**src/rtl/jcl_pkg.sv**
```systemverilog
//------------------------------------------------------------
// Overview of operation
// Host holds mode select high five clocks
// Host walks reset to Shift-IR via idle
// Host shifts erase instruction LSB first
// Update-IR makes the shifted instruction active
// Host shifts configuration-write instruction LSB first
// Host idles for the power-on wait
// Data accepted only after memory-cleared indication
// Host walks idle to Shift-DR
// Host shifts bitstream MSB first, length minus one
// Last bit shifts leaving Shift-DR
// Configuration register shifts MSB first, input to output
// Host goes Update-DR then idle
// Startup instruction starts the startup sequence
// Host applies 2000 idle clocks for startup
// Three high clocks reach reset; device operational
// Encrypted streams pause by stopping the clock
// Stacked devices stay in Shift-DR throughout
// Chain: target gets config-write, others bypass
// Chain: startup into all, 2000 idle clocks
// Bypass bit loads zero in Capture-DR, passes data
// Only Test-Logic-Reset or power-up resets the TAP
// Host drives data input to a known level
//------------------------------------------------------------
package jcl_pkg;
  localparam int IR_LEN = 6;
  localparam int CFG_LEN = 32;
  localparam logic [5:0] IR_BYPASS = 6'h3F;
  localparam logic [5:0] IR_CFG_WRITE = 6'h05;
  localparam logic [5:0] IR_ERASE_REPROGRAM = 6'h0B;
  localparam logic [5:0] IR_STARTUP_CLOCK = 6'h0C;
  localparam logic [5:0] IR_CAPTURE_LOW = 6'h01;
  localparam logic [5:0] IR_RESET_VALUE = 6'h3F;
  localparam int CLEAR_CYCLES = 64;
  localparam int STARTUP_TCK = 2000;
  localparam int FIFO_DEPTH = 16;
  typedef enum logic [3:0] {
    TLR, RTI, SEL_DR, CAP_DR, SH_DR, EX1_DR, PA_DR, EX2_DR, UPD_DR,
    SEL_IR, CAP_IR, SH_IR, EX1_IR, PA_IR, EX2_IR, UPD_IR
  } jcl_tap_t;
endpackage : jcl_pkg

```
**src/rtl/jcl_word_if.sv**
```systemverilog
`timescale 1ns/1ps
interface jcl_word_if;
  logic valid;
  logic ready;
  logic [31:0] data;
  modport src (output valid, output data, input ready);
  modport dst (input valid, input data, output ready);
endinterface : jcl_word_if

```
**src/rtl/jcl_fifo.sv**
```systemverilog
`timescale 1ns/1ps
module jcl_fifo #(
  parameter int WIDTH = 32,
  parameter int DEPTH = 16
) (
  input wire logic clk_i,
  input wire logic rst_i,
  input wire logic ce_i,
  jcl_word_if.dst wr,
  jcl_word_if.src rd
);
  localparam int AW = $clog2(DEPTH);
  logic [WIDTH-1:0] mem_reg [DEPTH];
  logic [AW:0] wp_reg;
  logic [AW:0] rp_reg;
  logic full;
  logic empty;
  assign empty = (wp_reg == rp_reg);
  assign full = (wp_reg[AW-1:0] == rp_reg[AW-1:0]) && (wp_reg[AW] != rp_reg[AW]);
  assign wr.ready = !full;
  assign rd.valid = !empty;
  assign rd.data = mem_reg[rp_reg[AW-1:0]];
  always_ff @(posedge clk_i or posedge rst_i)
  begin
    if (rst_i)
    begin
      wp_reg <= '0;
      rp_reg <= '0;
    end
    else if (ce_i)
    begin
      if (wr.valid && !full)
      begin
        mem_reg[wp_reg[AW-1:0]] <= wr.data;
        wp_reg <= wp_reg + 1'b1;
      end
      if (rd.ready && !empty)
        rp_reg <= rp_reg + 1'b1;
    end
  end
endmodule : jcl_fifo

```
**src/rtl/jcl_tap_loader.sv**
```systemverilog
`timescale 1ns/1ps
module jcl_tap_loader
  import jcl_pkg::*;
(
  // System
  input wire logic CLK_I,
  input wire logic SYS_RST_I,
  input wire logic CE_I,
  // Test access port pins
  input wire logic TCK_I,
  input wire logic TMS_I,
  input wire logic TDI_I,
  output logic TDO_O,
  output logic TDO_OE_O,
  // Configuration memory side
  input wire logic CLEARED_I,
  output logic [31:0] WORD_O,
  output logic WORD_VALID_O,
  input wire logic WORD_READY_I,
  output logic ERASE_O,
  output logic STARTUP_DONE_O,
  output logic [3:0] TAP_STATE_O
);
  //------------------------------------------------------------
  // Pin synchronisers
  //------------------------------------------------------------
  logic [1:0] tck_s_reg, tms_s_reg, tdi_s_reg, clr_s_reg;
  logic tck_d_reg;
  always_ff @(posedge CLK_I or posedge SYS_RST_I)
  begin
    if (SYS_RST_I)
    begin
      tck_s_reg <= '0;
      tms_s_reg <= 2'h3;
      tdi_s_reg <= '0;
      clr_s_reg <= '0;
      tck_d_reg <= 1'b0;
    end
    else if (CE_I)
    begin
      tck_s_reg <= {tck_s_reg[0], TCK_I};
      tms_s_reg <= {tms_s_reg[0], TMS_I};
      tdi_s_reg <= {tdi_s_reg[0], TDI_I};
      clr_s_reg <= {clr_s_reg[0], CLEARED_I};
      tck_d_reg <= tck_s_reg[1];
    end
  end
  logic rise;
  logic fall;
  logic tms;
  logic tdi;
  assign rise = tck_s_reg[1] && !tck_d_reg;
  assign fall = !tck_s_reg[1] && tck_d_reg;
  assign tms = tms_s_reg[1];
  assign tdi = tdi_s_reg[1];

  function automatic jcl_tap_t tap_next(input jcl_tap_t s, input logic m);
    case (s)
      TLR: tap_next = m ? TLR : RTI;
      RTI: tap_next = m ? SEL_DR : RTI;
      SEL_DR: tap_next = m ? SEL_IR : CAP_DR;
      CAP_DR: tap_next = m ? EX1_DR : SH_DR;
      SH_DR: tap_next = m ? EX1_DR : SH_DR;
      EX1_DR: tap_next = m ? UPD_DR : PA_DR;
      PA_DR: tap_next = m ? EX2_DR : PA_DR;
      EX2_DR: tap_next = m ? UPD_DR : SH_DR;
      UPD_DR: tap_next = m ? SEL_DR : RTI;
      SEL_IR: tap_next = m ? TLR : CAP_IR;
      CAP_IR: tap_next = m ? EX1_IR : SH_IR;
      SH_IR: tap_next = m ? EX1_IR : SH_IR;
      EX1_IR: tap_next = m ? UPD_IR : PA_IR;
      PA_IR: tap_next = m ? EX2_IR : PA_IR;
      EX2_IR: tap_next = m ? UPD_IR : SH_IR;
      UPD_IR: tap_next = m ? SEL_DR : RTI;
      default: tap_next = TLR;
    endcase
  endfunction : tap_next

  //------------------------------------------------------------
  // TAP state machine
  //------------------------------------------------------------
  // Reset only by power-up or by walking into TLR; no program pin
  jcl_tap_t st_reg;
  always_ff @(posedge CLK_I or posedge SYS_RST_I)
  begin
    if (SYS_RST_I)
      st_reg <= TLR;
    else if (CE_I && rise)
      st_reg <= tap_next(st_reg, tms);
  end

  //------------------------------------------------------------
  // Instruction register
  //------------------------------------------------------------
  logic [IR_LEN-1:0] ir_sh_reg, ir_reg;
  always_ff @(posedge CLK_I or posedge SYS_RST_I)
  begin
    if (SYS_RST_I)
    begin
      ir_sh_reg <= '0;
      ir_reg <= IR_RESET_VALUE;
    end
    else if (CE_I && rise)
    begin
      if (st_reg == CAP_IR)
        ir_sh_reg <= {clr_s_reg[1], 3'h0, IR_CAPTURE_LOW[1:0]};
      else if (st_reg == SH_IR)
        ir_sh_reg <= {tdi, ir_sh_reg[IR_LEN-1:1]}; // see
      if (st_reg == TLR)
        ir_reg <= IR_RESET_VALUE;
      else if (st_reg == UPD_IR)
        ir_reg <= ir_sh_reg;
    end
  end

  //------------------------------------------------------------
  // Bypass and configuration data registers
  //------------------------------------------------------------
  logic byp_reg;
  logic [CFG_LEN-1:0] cfg_sh_reg;
  logic [5:0] cfg_cnt_reg;
  logic accept;
  logic cfg_sel;
  assign cfg_sel = (ir_reg == IR_CFG_WRITE);
  // Data before the memory is cleared is dropped, not buffered
  assign accept = cfg_sel && clr_s_reg[1];
  jcl_word_if wq ();
  jcl_word_if rq ();
  logic push_reg;
  assign wq.valid = push_reg;
  assign wq.data = cfg_sh_reg;
  assign rq.ready = WORD_READY_I && !WORD_VALID_O;
  always_ff @(posedge CLK_I or posedge SYS_RST_I)
  begin
    if (SYS_RST_I)
    begin
      byp_reg <= 1'b0;
      cfg_sh_reg <= '0;
      cfg_cnt_reg <= '0;
      push_reg <= 1'b0;
    end
    else if (CE_I)
    begin
      // One-cycle push: a word that meets a full FIFO is dropped, never replayed later
      if (push_reg)
        push_reg <= 1'b0;
      if (rise)
      begin
        if (st_reg == CAP_DR)
        begin
          byp_reg <= 1'b0;
          cfg_cnt_reg <= '0;
        end
        else if (st_reg == SH_DR)
        begin
          byp_reg <= tdi;
          if (accept)
          begin
            cfg_sh_reg <= {cfg_sh_reg[CFG_LEN-2:0], tdi};
            cfg_cnt_reg <= (cfg_cnt_reg == 6'(CFG_LEN - 1)) ? 6'h00 : cfg_cnt_reg + 6'h01;
            if (cfg_cnt_reg == 6'(CFG_LEN - 1))
              push_reg <= 1'b1;
          end
        end
      end
    end
  end
  // Full FIFO loses words; host must pace TCK below drain rate
  jcl_fifo #(.WIDTH(32), .DEPTH(FIFO_DEPTH)) u_fifo (
    .clk_i(CLK_I),
    .rst_i(SYS_RST_I),
    .ce_i(CE_I),
    .wr(wq),
    .rd(rq)
  );

  //------------------------------------------------------------
  // Outputs and startup
  //------------------------------------------------------------
  logic [11:0] su_cnt_reg;
  always_ff @(posedge CLK_I or posedge SYS_RST_I)
  begin
    if (SYS_RST_I)
    begin
      WORD_O <= '0;
      WORD_VALID_O <= 1'b0;
      ERASE_O <= 1'b0;
      STARTUP_DONE_O <= 1'b0;
      su_cnt_reg <= '0;
      TAP_STATE_O <= '0;
      TDO_O <= 1'b0;
      TDO_OE_O <= 1'b0;
    end
    else if (CE_I)
    begin
      TAP_STATE_O <= st_reg;
      if (WORD_VALID_O && WORD_READY_I)
        WORD_VALID_O <= 1'b0;
      else if (rq.valid && rq.ready)
      begin
        WORD_O <= rq.data;
        WORD_VALID_O <= 1'b1;
      end
      ERASE_O <= (ir_reg == IR_ERASE_REPROGRAM) && (st_reg == RTI);
      if (rise && ir_reg == IR_STARTUP_CLOCK && st_reg == RTI && su_cnt_reg != 12'(STARTUP_TCK))
        su_cnt_reg <= su_cnt_reg + 12'h001;
      if (su_cnt_reg == 12'(STARTUP_TCK))
        STARTUP_DONE_O <= 1'b1;
      if (fall)
      begin
        TDO_OE_O <= (st_reg == SH_DR) || (st_reg == SH_IR);
        if (st_reg == SH_IR)
          TDO_O <= ir_sh_reg[0];
        else if (cfg_sel)
          TDO_O <= cfg_sh_reg[CFG_LEN-1];
        else
          TDO_O <= byp_reg;
      end
    end
  end

  //------------------------------------------------------------
  // Checks
  //------------------------------------------------------------
  tlr_force_a: assert property (@(posedge CLK_I) disable iff (SYS_RST_I)
    (CE_I && rise && tms && st_reg == SEL_IR) |=> st_reg == TLR) else $error("no TLR");
  ir_update_a: assert property (@(posedge CLK_I) disable iff (SYS_RST_I)
    (CE_I && rise && st_reg == UPD_IR) |=> ir_reg == $past(ir_sh_reg)) else $error("ir lost");
  byp_cap_a: assert property (@(posedge CLK_I) disable iff (SYS_RST_I)
    (CE_I && rise && st_reg == CAP_DR) |=> !byp_reg) else $error("bypass not zero");
  byp_pass_a: assert property (@(posedge CLK_I) disable iff (SYS_RST_I)
    (CE_I && rise && st_reg == SH_DR) |=> byp_reg == $past(tdi)) else $error("bypass lost");
  cfg_gate_a: assert property (@(posedge CLK_I) disable iff (SYS_RST_I)
    (CE_I && rise && st_reg == SH_DR && !accept) |=> $stable(cfg_sh_reg)) else $error("early data");
  cfg_msb_a: assert property (@(posedge CLK_I) disable iff (SYS_RST_I)
    (CE_I && rise && st_reg == SH_DR && accept) |=> cfg_sh_reg[0] == $past(tdi)) else $error("shift order");
  su_done_a: assert property (@(posedge CLK_I) disable iff (SYS_RST_I)
    (CE_I && su_cnt_reg == 12'(STARTUP_TCK)) |=> STARTUP_DONE_O) else $error("no startup");
endmodule : jcl_tap_loader

```
**config.mk**
```make
export PLATFORM = sky130hd
export DESIGN_NAME = jcl_tap_loader
export DESIGN_NICKNAME = d
export VERILOG_FILES = /design/src/rtl/jcl_pkg.sv /design/src/rtl/jcl_word_if.sv /design/src/rtl/jcl_fifo.sv /design/src/rtl/jcl_tap_loader.sv
export SDC_FILE = /design/constraint.sdc
export NUM_CORES = 1
export LEC_CHECK = 0
export BUFFER_PORTS_ARGS = -buffer_cell sky130_fd_sc_hd__buf_2
export CORE_ASPECT_RATIO = 0.7
export CORE_UTILIZATION = 60
export CTS_BUF_LIST = sky130_fd_sc_hd__clkbuf_8
export CTS_CLUSTER_DIAMETER = 200
export DETAILED_ROUTE_END_ITERATION = 10
export GPL_TIMING_DRIVEN = 0
export PLACE_DENSITY = 0.76
export SYNTH_ARGS = -nofsm -noshare
export SYNTH_HDL_FRONTEND = slang
export SYNTH_SLANG_ARGS = --single-unit
```
**constraint.sdc**
```tcl
create_clock -name CLK_I -period 6.5 [get_ports CLK_I]
set_input_delay 0.325 -clock CLK_I [delete_from_list [all_inputs] [get_ports CLK_I]]
set_output_delay 0.325 -clock CLK_I [all_outputs]
set_load 0.01 [all_outputs]
```
==> summary by stage <==
Worst setup path
The launching element type of the critical path is a primary input. In this run the critical register-to-register path is launched from u_fifo.rp_reg[1]. The capturing point of the worst reg2reg path is u_fifo.mem_reg[8][4]. The endpoint type of the worst setup path is a flip-flop. The number of cells on the worst reg-to-reg path is 7. The critical path endpoint is u_fifo.mem_reg[8][4]. The start point of the critical path is CE_I. The data required time of the critical path is 6850 ps. The maximum net fanout on the critical path is 19. The start-to-end type of the worst setup path is in2reg.

The critical path data arrival time is 3750 ps. In this run the register-to-register setup slack is 3240 ps.

Finish
The count of filler cells inserted in the layout is between 2000 and 3000. After the last flow step, the layout net total stands at about 1600. The final instance area is 28400 µm².

The library cell used most frequently in the layout, excluding fill and tap cells, is sky130_fd_sc_hd__edfxtp_1. The fraction of final layout cells with drive strength greater than 1 is 0.267. The register with the most flip-flops in the layout has 512 of them. In the layout the commonest cells are 512 x sky130_fd_sc_hd__edfxtp_1, 120 x sky130_fd_sc_hd__dfrtp_1, 105 x sky130_fd_sc_hd__clkbuf_8. The area growth from synthesis to layout is 12.8%. The count of cells in the finished layout, fillers not included, comes to around 2200. The area of the multi-input gates is 6240 µm².

The sequential cell area is 18600 µm². The repair_antennas step left the layout with diodes totalling 0.

Place
Summing all placed instances gives a cell area of 26600 µm². Routability-driven placement finished with a final weighted congestion of 0.804. The count of buffers inserted at the top-level ports is 48. The number of placed instances, taps included is 1990. The half-perimeter wire length after placement is 34.7 mm.

Logic synthesis
The number of instances in the synthesized netlist is 1381. In this run the cell area of the synthesized design comes to 25200 µm². The fraction of synthesis flops using an asynchronous set or reset pin is 0.200. The most used flip-flop cell after synthesis is sky130_fd_sc_hd__edfxtp_1.

The share of the yosys chip area belonging to registers is 0.738. The number of warnings issued by yosys is 0. The synthesized design contains just over 500 enable-type register cells. A synthesized cell averages 18.2 µm². In this run, distinct cell masters in the synthesized netlist total 55. The total of flip-flops plus latches after synthesis is 640. The number of nets in the synthesized netlist is 1397.

Clock tree
The maximum number of buffers from clock root to sink is 3. The clock tree from TritonCTS is done. The clock latency of the later-clocked register in the worst-skew pair is 660 ps. The post-CTS clock slew at the launch and capture registers of the worst setup and hold paths is about 60 ps. The clock tree synthesis step divided the H-tree into 3 levels. Buffers inserted during clock tree synthesis total 91.

The total clock sinks is 640. The root buffer cell is sky130_fd_sc_hd__clkbuf_8.

STA
The number of hold-slack violations in the final timing report is 0. The number of setup violations in the final report is 0. The clock period could shrink to around 3400 ps. The worst pin sits at a relative slew slack of 0.358. Setup repair after global routing left no endpoint under its margin. The worst clock skew on the final layout is 20.2 ps. The fmax is 294 MHz. Of the available clock period, the critical path in the final layout requires 0.523. The max-slew violation total from the final report was 0. For the pin with the worst max-slew slack, the measured transition is 963 ps.

Floorplanning
During I/O placement, the number of pins put on the boundary was 49. The placeable core area is 41200 µm². The initial standard-cell utilization of the core is 0.611. The floorplan step defined a die boundary enclosing 42800 µm².

The floorplan step set the die width to 247 µm. The y dimension of the die is 173 µm. The row count is 62.

Detailed routing
The highest routing layer actually used is met4. In the routed design, unresolved DRC markers number 5. After detailed routing, the wire length on met1 is 23.9 mm. The number of optimization iterations in the first detailed-route pass is 8. Wires add up to about 55 mm. Using the TritonRoute via totals, the vias-per-cell ratio works out to 6.22.

The number of nets with antenna violations after routing is 0. The via count of the routed design is 13500. Wire segments on met2 add up to 24.9 mm in the final route.

After the first detailed-routing iteration, the DRC count stood at 1315. The total met3 wirelength after detailed routing is 4.69 mm. The detailed-route wire length per cell is 25.4 µm.

GRT
Across every metal layer, demand over resource in global routing totals 0.268. The pin count of the biggest net entering global routing is 95. The remaining global-route overflow is 0. The number of global-route vias before repair is 13500. The wire length of the first global-routing pass is 83.0 mm. The initial antenna violation count is 0.

Power and ir drop
Of the total power, the share spent switching nets is 0.305. The share of total power dissipated in combinational logic is 0.230. VDD sags by at most ~0.00025 V. The share of total power dissipated in the clock network is 0.302. The leakage power summed over all cells is between 9 and 10 nW.

The internal power of the cells totals around 0.007 W. The analysis attributes to net switching a power of 0.00306 W. The part of the power in registers is 0.468. The cell area power density is around 350 nW/µm².

Min path
The worst hold path belongs to the class in2reg.

Status
The final reports fail on DRC. The flow ran to the end, but the final reports show violations.

Job
Max-cap violations in this run came to 0.
-- metrics by stage --
step,worst slack [ps],setup TNS (ps),hold WS (ps),utilization,total power [W]
floorplan,1110,0,437,-,0.00626
global placement,-2420,-1093960,437,0.634,0.00700
detailed placement,3010,0,385,0.645,0.00707
CTS,3130,0,129,0.689,0.0101
global route,2930,0,142,0.689,0.0104
finish,3100,0,138,0.689,0.0100
-- critical path: stages --
cell	delay, ps
sky130_fd_sc_hd__dlygate4sd3_1	540
sky130_fd_sc_hd__buf_2	150
sky130_fd_sc_hd__buf_1	500
sky130_fd_sc_hd__nand2_1	240
sky130_fd_sc_hd__a21oi_2	450
sky130_fd_sc_hd__nand3b_1	440
sky130_fd_sc_hd__nor2_4	850
sky130_fd_sc_hd__buf_16	250
-- worst min-delay path by stage --
| stage | slack, ps | end | cells past startpoint | from |
|---|---|---|---|---|
| finish | 140 | WORD_VALID_O | 3 | WORD_READY_I |
| global route | 140 | WORD_VALID_O | 3 | WORD_READY_I |
| CTS | 130 | WORD_VALID_O | 3 | WORD_READY_I |
| detailed placement | 380 | cfg_sh_reg[3] | 2 | SYS_RST_I |
| global placement | 440 | STARTUP_DONE_O | 1 | STARTUP_DONE_O |
| floorplan | 440 | su_cnt_reg[11] | 1 | su_cnt_reg[11] |
-- synthesized netlist by cell type, drive strengths merged, types with 2 or more instances --
master / count / area, µm²
nand2: 31 / 116
inv: 14 / 52.6
nand2b: 2 / 12.5
nor2b: 66 / 413
or3: 2 / 12.5
buf: 43 / 278
clkbuf: 38 / 144
o22a: 6 / 52.6
a21o: 3 / 22.5
nor4: 4 / 52.6
dfrtp: 120 / 3000
edfxtp: 512 / 15400
nand4: 13 / 81.3
mux2: 78 / 878
a22o: 4 / 35.0
nor3: 4 / 20.0
xnor2: 18 / 158
nand3: 11 / 55.1
a211oi: 33 / 260
a21oi: 74 / 374
a22oi: 3 / 22.5
and2: 2 / 12.5
nor2: 65 / 244
nand3b: 5 / 37.5
mux4: 96 / 2160
dfstp: 8 / 210
a311oi: 3 / 26.3
a2111oi: 32 / 280
xor2: 7 / 61.3
o21ai: 19 / 95.1
nor4b: 3 / 38.8
and4: 2 / 17.5
and3: 6 / 37.5
mux2i: 34 / 340
ha: 8 / 100
o22ai: 2 / 12.5
-- final cells by class --
class / instances / share of cell area
well taps: 544 / 0.0240
flip-flops and latches: 640 / 0.655
plain buffers: 81 / 0.0149
inverters: 14 / 0.00203
clock buffers: 105 / 0.0509
clock inverters: 62 / 0.0107
multi-input cells: 646 / 0.220
repair buffers: 71 / 0.0231
-- power by group through the flow --
stage               Sequential [W]  Clock (W)  Combinational, W
CTS                        0.00469    0.00306           0.00231
global placement           0.00476          0           0.00224
global route               0.00471    0.00324           0.00247
finish                     0.00469    0.00303           0.00230
detailed placement         0.00477          0           0.00230
floorplan                  0.00479          0           0.00147
-- cell families (layout without fill, tap and decap cells) --
kind of cell / after synthesis / after routing / share of synthesized area
flip-flops: 640 / 640 / 0.738
AND/OR/NAND/NOR: 221 / 221 / 0.0475
multiplexers: 208 / 208 / 0.134
AO/OA/AOI/OAI: 184 / 184 / 0.0485
buffers and inverters: 95 / 333 / 0.0188
XOR/XNOR: 25 / 25 / 0.00870
adder cells (fa/ha/maj): 8 / 8 / 0.00398
-- routing by layer --
metal,vias up,global-route usage
li1,5808,-
met1,6956,0.409
met2,588,0.386
met3,105,0.0584
met4,0,0.0957
met5,-,0
-- timing repair --
item / in CTS / in global routing
hold buffers: 6 / 0
resized for setup: 0 / 0
hold endpoints to repair: 43 / 0
setup endpoints to repair: 0 / 0
setup buffers: 0 / 0
Note: power is estimated with default switching activity, not from simulation.
